==> src/design/ssp_params.svh <==
`ifndef SSP_PARAMS_SVH
`define SSP_PARAMS_SVH

// Register byte addresses
`define ADDR_CTRL      8'h00
`define ADDR_OFFSET    8'h04
`define ADDR_GAIN      8'h08
`define ADDR_RANGE     8'h0C
`define ADDR_CFG0      8'h10
`define ADDR_SP0       8'h14
`define ADDR_CFG1      8'h18
`define ADDR_SP1       8'h1C
`define ADDR_TEACH     8'h20
`define ADDR_PD        8'h24
`define ADDR_STATUS    8'h28

// Field positions
`define CTRL_ALT_BIT   0
`define CTRL_SCALE_LSB 8
`define CFG_TEACH_BIT  2
`define CFG_DYN_BIT    3
`define CFG_POL_BIT    4
`define CFG_HYST_LSB   16
`define CMD_CH_BIT     3
`define CMD_SP_BIT     4

// Reset values and masks
`define RST_CTRL       32'h0000_0000
`define RST_OFFSET     32'h0000_0000
`define RST_GAIN       16'h0001
`define RST_RANGE_LO   16'h8300
`define RST_RANGE_HI   16'h7D00
`define CTRL_MASK      32'h0000_FF01
`define CFG_MASK       32'hFFFF_001F

// Process data values
`define PD_MIN         16'sh8300
`define PD_MAX         16'sh7D00
`define SUBST_HI       16'h7FF8
`define SUBST_LO       16'h8008
`define PD_VENDOR      6'h00
`define OFFSET_SCALER  32'sh0000_0001

// Bus answers
`define RESP_OKAY      2'b00
`define RESP_SLVERR    2'b10

`endif

==> src/design/ssp_pkg.sv <==
package ssp_pkg;

  typedef enum logic [1:0] {
    SW_OFF    = 2'h0,
    SW_SINGLE = 2'h1,
    SW_TWO    = 2'h2,
    SW_WINDOW = 2'h3
  } sw_mode_t;

  typedef enum logic [2:0] {
    T_IDLE = 3'b001,
    T_ACQ  = 3'b010,
    T_DIV  = 3'b100
  } teach_state_t;

  typedef enum logic [2:0] {
    CMD_NONE   = 3'h0,
    CMD_STATIC = 3'h1,
    CMD_START  = 3'h2,
    CMD_STOP   = 3'h3,
    CMD_CANCEL = 3'h4
  } teach_cmd_t;

endpackage

==> src/design/mean_divider.sv <==
`timescale 1ns/1ns
module mean_divider #(
  parameter int SUM_W = 40,
  parameter int CNT_W = 24
) (
  // Clock and reset
  input  wire logic                    clock_in,
  input  wire logic                    sys_rst_in,
  // Control
  input  wire logic                    start_in,
  input  wire logic                    abort_in,
  input  wire logic signed [SUM_W-1:0] sum_in,
  input  wire logic [CNT_W-1:0]        count_in,
  // Result
  output logic                         done_out,
  output logic signed [15:0]           mean_out
);
  localparam int IW = $clog2(SUM_W + 1);

  logic [SUM_W-1:0] quo_reg;
  logic [CNT_W:0]   rem_reg;
  logic [CNT_W:0]   rem_sh;
  logic [CNT_W-1:0] div_reg;
  logic [IW-1:0]    iter_reg;
  logic             neg_reg;
  logic             busy_reg;

  assign rem_sh   = {rem_reg[CNT_W-1:0], quo_reg[SUM_W-1]};
  assign mean_out = neg_reg ? -quo_reg[15:0] : quo_reg[15:0];

  // Restoring division of the sum magnitude
  always_ff @(posedge clock_in) begin
    if (sys_rst_in) begin
      quo_reg  <= '0;
      rem_reg  <= '0;
      div_reg  <= '0;
      iter_reg <= '0;
      neg_reg  <= 1'b0;
      busy_reg <= 1'b0;
      done_out <= 1'b0;
    end else begin
      done_out <= 1'b0;
      if (abort_in) begin
        busy_reg <= 1'b0;
      end else if (start_in) begin
        busy_reg <= 1'b1;
        neg_reg  <= sum_in[SUM_W-1];
        quo_reg  <= sum_in[SUM_W-1] ? -sum_in : sum_in;
        rem_reg  <= '0;
        div_reg  <= count_in;
        iter_reg <= IW'(SUM_W);
      end else if (busy_reg) begin
        if (rem_sh >= {1'b0, div_reg}) begin
          rem_reg <= rem_sh - {1'b0, div_reg};
          quo_reg <= {quo_reg[SUM_W-2:0], 1'b1};
        end else begin
          rem_reg <= rem_sh;
          quo_reg <= {quo_reg[SUM_W-2:0], 1'b0};
        end
        iter_reg <= iter_reg - 1'b1;
        if (iter_reg == IW'(1)) begin
          busy_reg <= 1'b0;
          done_out <= 1'b1;
        end
      end
    end
  end
endmodule

==> src/design/ssp_scaling_and_switching.sv <==
`timescale 1ns/1ns
`include "ssp_params.svh"
// Function
// - Rescale 24-bit counts or 32-bit alternate counts
// - Output signed 16-bit value within +-32000
// - Linear map via programmable offset and gain
// - Offset multiplier fixed at one
// - No clamping at the two scaling points
// - Programmable lower and upper measurement limits
// - Out of range flags and sends substitute
// - Two independent switching channels
// - Switching configuration takes effect at the next sample; deactivation and polarity at once
// - Deactivated channel holds output low
// - Single point uses SP1 with hysteresis
// - Two point switches between both setpoints
// - Window mode with hysteresis at edges
// - Manual mode stores written setpoints
// - Teach mode derives setpoints, blocks writes
// - Static teach captures current process value
// - Dynamic teach stores mean of samples
// - Cancel aborts teach, keeps setpoint
// - Per channel polarity inverts output
// - Process data word field layout
module ssp_scaling_and_switching #(
  parameter int GAIN_FRAC = 20,
  parameter int SUM_W     = 40,
  parameter int CNT_W     = 24
) (
  // Clock and reset
  input  wire logic        clock_in,
  input  wire logic        sys_rst_in,
  // Conditioned data
  input  wire logic [23:0] cond_data_in,
  input  wire logic [31:0] alt_data_in,
  input  wire logic        data_valid_in,
  // AXI4-Lite write
  input  wire logic        awvalid_in,
  output logic             awready_out,
  input  wire logic [7:0]  awaddr_in,
  input  wire logic [2:0]  awprot_in,
  input  wire logic        wvalid_in,
  output logic             wready_out,
  input  wire logic [31:0] wdata_in,
  input  wire logic [3:0]  wstrb_in,
  output logic             bvalid_out,
  input  wire logic        bready_in,
  output logic [1:0]       bresp_out,
  // AXI4-Lite read
  input  wire logic        arvalid_in,
  output logic             arready_out,
  input  wire logic [7:0]  araddr_in,
  input  wire logic [2:0]  arprot_in,
  output logic             rvalid_out,
  input  wire logic        rready_in,
  output logic [31:0]      rdata_out,
  output logic [1:0]       rresp_out,
  // Process data
  output logic [31:0]      process_data_out,
  output logic             pd_valid_out,
  output logic             out_of_range_out,
  output logic [1:0]       switch_out
);
  import ssp_pkg::*;

  logic [31:0]             ctrl_reg;
  logic signed [31:0]      offset_reg;
  logic signed [15:0]      gain_reg;
  logic signed [15:0]      range_lo_reg;
  logic signed [15:0]      range_hi_reg;
  logic [31:0]             cfg_reg [2];
  logic signed [15:0]      sp1_reg [2];
  logic signed [15:0]      sp2_reg [2];
  logic [1:0]              level;
  logic [1:0]              sp_wr;
  logic [1:0]              cfg_wr;
  logic                    wr_go;
  logic                    wr_fire;
  logic                    wr_hit;
  logic [31:0]             rd_data;
  logic                    rd_hit;
  logic signed [31:0]      src;
  logic signed [47:0]      prod_reg;
  logic                    s1_vld_reg;
  logic signed [47:0]      scaled;
  logic signed [15:0]      scaled_lo;
  logic                    in_range;
  logic                    below;
  logic signed [15:0]      meas_next;
  logic signed [15:0]      meas_reg;
  logic [31:0]             pd_reg;
  teach_state_t            t_state;
  teach_cmd_t              cmd;
  logic                    cmd_wr;
  logic                    cmd_ch;
  logic                    cmd_ok;
  logic                    cmd_dyn;
  logic                    t_ch_reg;
  logic                    t_sp_reg;
  logic signed [SUM_W-1:0] sum_reg;
  logic [CNT_W-1:0]        cnt_reg;
  logic                    static_ld;
  logic                    div_start;
  logic                    div_abort;
  logic                    div_done;
  logic signed [15:0]      div_mean;
  logic                    teach_ld;
  logic                    teach_ch;
  logic                    teach_sp;
  logic signed [15:0]      teach_val;

  function automatic logic [31:0] merge(input logic [31:0] old_v, input logic [31:0] new_v,
                                        input logic [3:0] strb);
    logic [31:0] res;
    res = old_v;
    for (int i = 0; i < 4; i++) begin
      if (strb[i]) res[8*i +: 8] = new_v[8*i +: 8];
    end
    return res;
  endfunction

  // Write channel: both address and data taken together
  assign wr_go   = awvalid_in & wvalid_in & ~awready_out & ~bvalid_out;
  assign wr_fire = awready_out;

  always_comb begin
    case (awaddr_in)
      `ADDR_CTRL, `ADDR_OFFSET, `ADDR_GAIN, `ADDR_RANGE, `ADDR_CFG0, `ADDR_SP0,
      `ADDR_CFG1, `ADDR_SP1, `ADDR_TEACH, `ADDR_PD, `ADDR_STATUS: wr_hit = 1'b1;
      default: wr_hit = 1'b0;
    endcase
  end

  always_ff @(posedge clock_in) begin
    if (sys_rst_in) begin
      awready_out <= 1'b0;
      wready_out  <= 1'b0;
    end else begin
      awready_out <= wr_go;
      wready_out  <= wr_go;
    end
  end

  always_ff @(posedge clock_in) begin
    if (sys_rst_in) begin
      bvalid_out <= 1'b0;
      bresp_out  <= `RESP_OKAY;
    end else if (wr_fire) begin
      bvalid_out <= 1'b1;
      bresp_out  <= wr_hit ? `RESP_OKAY : `RESP_SLVERR;
    end else if (bready_in) begin
      bvalid_out <= 1'b0;
    end
  end

  // Read channel
  always_comb begin
    rd_hit  = 1'b1;
    rd_data = 32'h0000_0000;
    case (araddr_in)
      `ADDR_CTRL:   rd_data = ctrl_reg;
      `ADDR_OFFSET: rd_data = offset_reg;
      `ADDR_GAIN:   rd_data = {16'h0000, gain_reg};
      `ADDR_RANGE:  rd_data = {range_hi_reg, range_lo_reg};
      `ADDR_CFG0:   rd_data = cfg_reg[0];
      `ADDR_SP0:    rd_data = {sp2_reg[0], sp1_reg[0]};
      `ADDR_CFG1:   rd_data = cfg_reg[1];
      `ADDR_SP1:    rd_data = {sp2_reg[1], sp1_reg[1]};
      `ADDR_TEACH:  rd_data = {29'h0000_0000, t_state};
      `ADDR_PD:     rd_data = pd_reg;
      `ADDR_STATUS: rd_data = {30'h0000_0000, t_state != T_IDLE, out_of_range_out};
      default:      rd_hit = 1'b0;
    endcase
  end

  always_ff @(posedge clock_in) begin
    if (sys_rst_in) begin
      arready_out <= 1'b0;
      rvalid_out  <= 1'b0;
      rdata_out   <= 32'h0000_0000;
      rresp_out   <= `RESP_OKAY;
    end else begin
      arready_out <= arvalid_in & ~arready_out & ~rvalid_out;
      if (arready_out) begin
        rvalid_out <= 1'b1;
        rdata_out  <= rd_data;
        rresp_out  <= rd_hit ? `RESP_OKAY : `RESP_SLVERR;
      end else if (rready_in) begin
        rvalid_out <= 1'b0;
      end
    end
  end

  // Scaling and range registers
  always_ff @(posedge clock_in) begin
    if (sys_rst_in) begin
      ctrl_reg     <= `RST_CTRL;
      offset_reg   <= `RST_OFFSET;
      gain_reg     <= `RST_GAIN;
      range_lo_reg <= `RST_RANGE_LO;
      range_hi_reg <= `RST_RANGE_HI;
    end else if (wr_fire) begin
      case (awaddr_in)
        `ADDR_CTRL:   ctrl_reg <= merge(ctrl_reg, wdata_in, wstrb_in) & `CTRL_MASK;
        `ADDR_OFFSET: offset_reg <= merge(offset_reg, wdata_in, wstrb_in);
        `ADDR_GAIN:   gain_reg <= 16'(merge({16'h0000, gain_reg}, wdata_in, wstrb_in));
        `ADDR_RANGE:  {range_hi_reg, range_lo_reg} <= merge({range_hi_reg, range_lo_reg}, wdata_in, wstrb_in);
        default: ;
      endcase
    end
  end

  // Teach command decode
  assign cmd_wr    = wr_fire & (awaddr_in == `ADDR_TEACH) & wstrb_in[0];
  assign cmd       = teach_cmd_t'(wdata_in[2:0]);
  assign cmd_ch    = wdata_in[`CMD_CH_BIT];
  assign cmd_ok    = cfg_reg[cmd_ch][`CFG_TEACH_BIT] & (cfg_reg[cmd_ch][1:0] != SW_OFF);
  assign cmd_dyn   = cfg_reg[cmd_ch][`CFG_DYN_BIT];
  assign static_ld = cmd_wr & (cmd == CMD_STATIC) & cmd_ok & ~cmd_dyn & (t_state == T_IDLE);
  assign div_start = cmd_wr & (cmd == CMD_STOP) & (t_state == T_ACQ) & (cnt_reg != '0);
  assign div_abort = cmd_wr & (cmd == CMD_CANCEL) & (t_state == T_DIV);
  assign teach_ld  = static_ld | (div_done & (t_state == T_DIV) & ~div_abort);
  assign teach_ch  = static_ld ? cmd_ch : t_ch_reg;
  assign teach_sp  = static_ld ? wdata_in[`CMD_SP_BIT] : t_sp_reg;
  assign teach_val = static_ld ? meas_reg : div_mean;

  always_ff @(posedge clock_in) begin
    if (sys_rst_in) begin
      t_state  <= T_IDLE;
      t_ch_reg <= 1'b0;
      t_sp_reg <= 1'b0;
      sum_reg  <= '0;
      cnt_reg  <= '0;
    end else begin
      case (t_state)
        T_IDLE: begin
          if (cmd_wr & (cmd == CMD_START) & cmd_ok & cmd_dyn) begin
            t_state  <= T_ACQ;
            t_ch_reg <= cmd_ch;
            t_sp_reg <= wdata_in[`CMD_SP_BIT];
            sum_reg  <= '0;
            cnt_reg  <= '0;
          end
        end
        T_ACQ: begin
          if (cmd_wr & (cmd == CMD_CANCEL)) begin
            t_state <= T_IDLE;
          end else if (cmd_wr & (cmd == CMD_STOP)) begin
            t_state <= div_start ? T_DIV : T_IDLE;
          end else if (pd_valid_out & ~&cnt_reg) begin
            sum_reg <= sum_reg + SUM_W'(meas_reg);
            cnt_reg <= cnt_reg + 1'b1;
          end
        end
        T_DIV: begin
          if (div_abort | div_done) t_state <= T_IDLE;
        end
        default: t_state <= T_IDLE;
      endcase
    end
  end

  mean_divider #(
    .SUM_W (SUM_W),
    .CNT_W (CNT_W)
  ) u_mean (
    .clock_in   (clock_in),
    .sys_rst_in (sys_rst_in),
    .start_in   (div_start),
    .abort_in   (div_abort),
    .sum_in     (sum_reg),
    .count_in   (cnt_reg),
    .done_out   (div_done),
    .mean_out   (div_mean)
  );

  // Per channel configuration, setpoints and switching
  for (genvar c = 0; c < 2; c++) begin : g_ch
    assign cfg_wr[c] = wr_fire & (awaddr_in == (c == 0 ? `ADDR_CFG0 : `ADDR_CFG1));
    assign sp_wr[c]  = wr_fire & (awaddr_in == (c == 0 ? `ADDR_SP0 : `ADDR_SP1));

    always_ff @(posedge clock_in) begin
      if (sys_rst_in) cfg_reg[c] <= 32'h0000_0000;
      else if (cfg_wr[c]) cfg_reg[c] <= merge(cfg_reg[c], wdata_in, wstrb_in) & `CFG_MASK;
    end

    always_ff @(posedge clock_in) begin
      if (sys_rst_in) begin
        sp1_reg[c] <= 16'h0000;
        sp2_reg[c] <= 16'h0000;
      end else if (teach_ld & (teach_ch == 1'(c))) begin
        if (teach_sp) sp2_reg[c] <= teach_val;
        else sp1_reg[c] <= teach_val;
      end else if (sp_wr[c] & ~cfg_reg[c][`CFG_TEACH_BIT]) begin
        {sp2_reg[c], sp1_reg[c]} <= merge({sp2_reg[c], sp1_reg[c]}, wdata_in, wstrb_in);
      end
    end

    switch_channel u_sw (
      .clock_in      (clock_in),
      .sys_rst_in    (sys_rst_in),
      .eval_in       (s1_vld_reg),
      .value_in      (meas_next),
      .mode_in       (sw_mode_t'(cfg_reg[c][1:0])),
      .sp1_in        (sp1_reg[c]),
      .sp2_in        (sp2_reg[c]),
      .hyst_in       (cfg_reg[c][`CFG_HYST_LSB +: 16]),
      .low_active_in (cfg_reg[c][`CFG_POL_BIT]),
      .level_out     (level[c])
    );
  end

  // Scaling pipeline
  assign src = ctrl_reg[`CTRL_ALT_BIT] ? $signed(alt_data_in) : 32'(signed'(cond_data_in));

  always_ff @(posedge clock_in) begin
    if (sys_rst_in) begin
      prod_reg   <= '0;
      s1_vld_reg <= 1'b0;
    end else begin
      s1_vld_reg <= data_valid_in;
      if (data_valid_in) prod_reg <= src * gain_reg;
    end
  end

  assign scaled    = (prod_reg >>> GAIN_FRAC) + 48'(offset_reg * `OFFSET_SCALER);
  assign scaled_lo = scaled[15:0];
  assign in_range  = (scaled >= range_lo_reg) & (scaled <= range_hi_reg)
                   & (scaled >= `PD_MIN) & (scaled <= `PD_MAX);
  assign below     = (scaled < range_lo_reg) | (scaled < `PD_MIN);
  assign meas_next = in_range ? scaled_lo : (below ? `SUBST_LO : `SUBST_HI);

  always_ff @(posedge clock_in) begin
    if (sys_rst_in) begin
      meas_reg         <= 16'h0000;
      out_of_range_out <= 1'b0;
      pd_valid_out     <= 1'b0;
      pd_reg           <= 32'h0000_0000;
    end else begin
      pd_valid_out <= s1_vld_reg;
      pd_reg[15:0] <= {ctrl_reg[`CTRL_SCALE_LSB +: 8], `PD_VENDOR, level};
      if (s1_vld_reg) begin
        meas_reg         <= meas_next;
        out_of_range_out <= ~in_range;
        pd_reg[31:16]    <= meas_next;
      end
    end
  end

  assign process_data_out = pd_reg;
  assign switch_out       = pd_reg[1:0];
endmodule

==> src/design/switch_channel.sv <==
`timescale 1ns/1ns
module switch_channel (
  // Clock and reset
  input  wire logic               clock_in,
  input  wire logic               sys_rst_in,
  // Measurement
  input  wire logic               eval_in,
  input  wire logic signed [15:0] value_in,
  // Configuration
  input  wire ssp_pkg::sw_mode_t  mode_in,
  input  wire logic signed [15:0] sp1_in,
  input  wire logic signed [15:0] sp2_in,
  input  wire logic [15:0]        hyst_in,
  input  wire logic               low_active_in,
  // Switching level
  output logic                    level_out
);
  import ssp_pkg::*;

  logic signed [17:0] v;
  logic signed [17:0] a;
  logic signed [17:0] b;
  logic signed [17:0] lo;
  logic signed [17:0] hi;
  logic signed [17:0] h;
  logic               state_reg;
  logic               state_next;
  logic               eval_state;

  assign v  = 18'(value_in);
  assign a  = 18'(sp1_in);
  assign b  = 18'(sp2_in);
  assign h  = $signed({2'b00, hyst_in});
  assign lo = (a < b) ? a : b;
  assign hi = (a < b) ? b : a;

  always_comb begin
    state_next = state_reg;
    case (mode_in)
      SW_SINGLE: begin
        if (v >= a) state_next = 1'b1;
        else if (v < a - h) state_next = 1'b0;
      end
      SW_TWO: begin
        if (v >= hi) state_next = 1'b1;
        else if (v < lo) state_next = 1'b0;
      end
      SW_WINDOW: begin
        if (v >= lo && v <= hi) state_next = 1'b1;
        else if (v < lo - h || v > hi + h) state_next = 1'b0;
      end
      default: state_next = 1'b0;
    endcase
  end

  always_ff @(posedge clock_in) begin
    if (sys_rst_in) state_reg <= 1'b0;
    else if (mode_in == SW_OFF) state_reg <= 1'b0;
    else if (eval_in) state_reg <= state_next;
  end

  assign eval_state = eval_in ? state_next : state_reg;
  assign level_out  = (mode_in != SW_OFF) & (eval_state ^ low_active_in);
endmodule

==> config.mk <==
export PLATFORM = sky130hd
export DESIGN_NAME = ssp_scaling_and_switching
export DESIGN_NICKNAME = d
export VERILOG_FILES = /design/src/design/ssp_pkg.sv /design/src/design/mean_divider.sv /design/src/design/ssp_scaling_and_switching.sv /design/src/design/switch_channel.sv
export VERILOG_INCLUDE_DIRS = /design/src /design/src/design
export SDC_FILE = /design/constraint.sdc
export NUM_CORES = 2
export LEC_CHECK = 0
export BUFFER_PORTS_ARGS = -buffer_cell sky130_fd_sc_hd__clkbuf_2
export CAP_MARGIN = 20
export CORE_ASPECT_RATIO = 0.9
export CORE_MARGIN = 4
export CORE_UTILIZATION = 51
export CTS_BUF_LIST = sky130_fd_sc_hd__clkbuf_4 sky130_fd_sc_hd__clkbuf_8
export DETAILED_ROUTE_END_ITERATION = 12
export PLACE_DENSITY = 0.7
export SYNTH_ARGS = -nofsm -noshare
export SYNTH_HDL_FRONTEND = slang
export SYNTH_SLANG_ARGS = --single-unit
==> constraint.sdc <==
create_clock -name clock_in -period 24.6 [get_ports clock_in]
set_input_delay 0 -clock clock_in [delete_from_list [all_inputs] [get_ports clock_in]]
set_output_delay 0 -clock clock_in [all_outputs]
set_load 0.1 [all_outputs]
==> out/qor.yml <==
status:
  status: "completed"
cells_and_area:
  nets: 7958
  largest_reg_flops: 42
  drive_above_1_share_pct: 7.70
  regArea_um2: 9590
  multi_input_area_um2: 40900
  final_common_cell: "inv_1"
  mostFrequentLayoutCells: "inv_1, nand2_1, ha_1"
  area_delta_synth_final_pct: 8.39
  nFillCells: 9830
global_routing:
  grt_pass1_wl_um: 276000
  grt_use_met2_pct: 46.5
  antenna_found_initial: 10
  grt.busiest_layer: "met2"
  grt_pass1_vias: 47000
  grt_util_met3_pct: 9.81
  grt_start_max_net_pins: 106
  use_met1_pct: 42.8
  overflow: 0
  grt_util_all_layers_pct: 31.2
detailed_routing:
  routed_wl_um: 180000
  first_pass_iters: 12
  vias_per_cell: 6.03
  detailroute.via_count: 49300
  drc_errors: 0
  wire_per_inst_um: 22.0
  drtIter0Drc: 5318
  drtAntennaViolNets: 0
timing:
  relSlewSlack_pct: 21.6
  fin_crit_sh_pct: 42.3
  drv_slew: 0
  setup_ws_ns: 14.19
  rsz0062_at_grt: "false"
  period_needed_ns: 10.41
  max_freq_mhz: 96.1
  clock_skew_ns: 0.0525
  worstMarginPinSlew_ns: 1.14
  tns_ns: 0
  setup_viol: 0
  hold_viol: 0
power:
  p_leak_uw: 0.0271
  p_seq_share_pct: 39.6
  swShare_pct: 32.2
  power.density_nw_per_um2: 32.9
  power_switching_uw: 626
  pwr-share-comb_pct: 20.2
  internal_power_uw: 1320
  vdd_drop_max_mv: 0.0661
  clkPwrFrac_pct: 40.2
floorplanning:
  die_y_um: 318
  rows: 113
  dieWidth_um: 353
  ioPinCount: 199
  core_um2: 106000
  dieArea_um2: 112000
  initial_core_util_pct: 51.5
clock_tree:
  clock_latency_ns: 0.71
  cts_sinks: 458
  cts_buffers: 76
  clkTransAtPathRegs_ns: 0.06
  cts_buffer_depth: 3
  post_cts_resized: 0
  holdBufCountCts: 59
  cts_tree: "yes"
  h-tree-depth: 3
  clockRootBuffer: "clkbuf_8"
  cts_setup_buffers: 0
critical_path:
  critPathArrivalTime_ns: 10.99
  worst_path_max_delay_cell: "o31ai_1"
  critPathRequiredTime_ns: 25.18
  critPathCaptureType: "flop"
  start_kind: "flop"
  critical_path_class: "reg -> reg"
  slowest_delay_ns: 0.92
  cp_max_fo: 12
yosys:
  syn_avg_cell_area_um2: 8.24
  ys_ff_latch: 458
  synthFlopType: "dfxtp_1"
  synth_warnings: 0
  synth-edff-count: 42
  synth.distinct_cells: 93
  syn_area_um2: 54600
  syn_inst: 6625
  async_flop_share_pct: 0
  seq_area_frac_synth_pct: 17.6
min_path:
  hp-class: "in -> reg"
flow_run:
  max_cap_viol_count: 0
place:
  gp_congestion: 1.00
  pre_cts_ws_ns: 14.74
  hpwlAfterDp_um: 141000
  port_buffers: 184
-- synthesized netlist by cell type, types with 10 or more instances --
cell type  count  area, um^2
nand2_1      756        2840
clkbuf_1     277        1040
a211oi_1      98         736
nor2_1       504        1890
nor3_1        77         385
o21ai_0      188         941
a22o_1        14         123
inv_1        798        3000
or3_1         33         206
and3_1        26         163
o31ai_1       23         173
nand3b_1      11        82.6
buf_4         11        82.6
or2_2         35         219
a22oi_1       61         458
nor2b_1       77         482
nor3b_1       10        75.1
xnor2_1      160        1400
o21a_1        46         345
and2_1       207        1290
xor2_1        91         797
a222oi_1      43         430
mux2_2        30         338
or4_1         24         180
buf_1         14        52.6
fa_1         494        9890
mux2i_1      108        1080
edfxtp_1      42        1260
nor4_1        30         188
a311oi_1      47         412
a31oi_1       64         400
ha_1         610        7630
and4_1        16         140
o21bai_1      29         218
a21o_1       222        1670
a211o_1       14         123
nand3_1      115         576
a21oi_1      473        2370
dfxtp_1      416        8330
o211ai_1      39         293
nand4_1       70         438
nand2b_1      57         357
-- critical path, delay by kind of cell, from the launching register on --
kind	cells	cell delay (ns)
simple gates	7	2.21
mux	2	0.49
buf+inv	2	0.52
xor+xnor	1	0.51
flops	1	0.36
fa+ha+maj	4	1.32
compound gates	17	4.83
-- per-stage QoR --
step	instance area, um^2	std cells	hold slack, ns	power (uW)	utilization (%)
CTS	59100	8173	0.0105	1940	55.8
global placement	56800	7975	0.214	1150	53.7
detailed placement	56800	7975	0.228	1160	53.7
global route	59100	8174	0.0628	2020	55.8
floorplan	54600	6632	0.119	1030	-
finish	59100	8177	0.0676	1940	55.8
-- logic make-up (layout without fill, tap and decap cells) --
kind of cell	after synthesis	in the layout	synth area share (%)
compound gates	1486	1486	18.0
xor+xnor	251	251	4.03
fa+ha+maj	1104	1104	32.1
buf+inv	1107	1268	7.70
flops	458	458	17.6
mux	138	138	2.60
other cells	1	12	0.00687
simple gates	2080	2080	18.0
-- power by group through the flow --
stage / Sequential (uW) / Combinational [uW] / Clock (uW)
after floorplan: 798 / 234 / 0
after global placement: 786 / 364 / 0
after detailed placement: 786 / 371 / 0
after CTS: 770 / 380 / 786
after global routing: 770 / 426 / 819
final: 770 / 393 / 781
-- area by class of cell --
cell class,count,area share [%]
Timing Repair Buffer,329,3.66
Multi-Input combinational cell,5067,69.2
Clock buffer,111,2.35
Tap cell,1380,2.92
Sequential cell,458,16.2
Clock inverter,28,0.563
Antenna cell,4,0.0169
Inverter,800,5.08
-- final timing paths --
check | start | to | slack [ns] | depth (start not counted)
worst max register to register | offset_reg[0]$_SDFFE_PP0P_ | process_data_out[1]$_SDFF_PP0_ | 14.19 | 33
worst min register to register | u_mean.div_reg[15]$_SDFFE_PP0P_ | u_mean.div_reg[15]$_SDFFE_PP0P_ | 0.46 | 2
worst min-delay path | awvalid_in | wready_out$_SDFF_PP0_ | 0.07 | 4
worst max-delay path | offset_reg[0]$_SDFFE_PP0P_ | process_data_out[1]$_SDFF_PP0_ | 14.19 | 33
-- layer usage --
metal / up-vias / wire (um)
met5: - / 40
met4: 6 / 7190
met3: 391 / 20800
met2: 2310 / 75900
met1: 23800 / 76000
li1: 22800 / -
(Power assumes the default switching activity.)
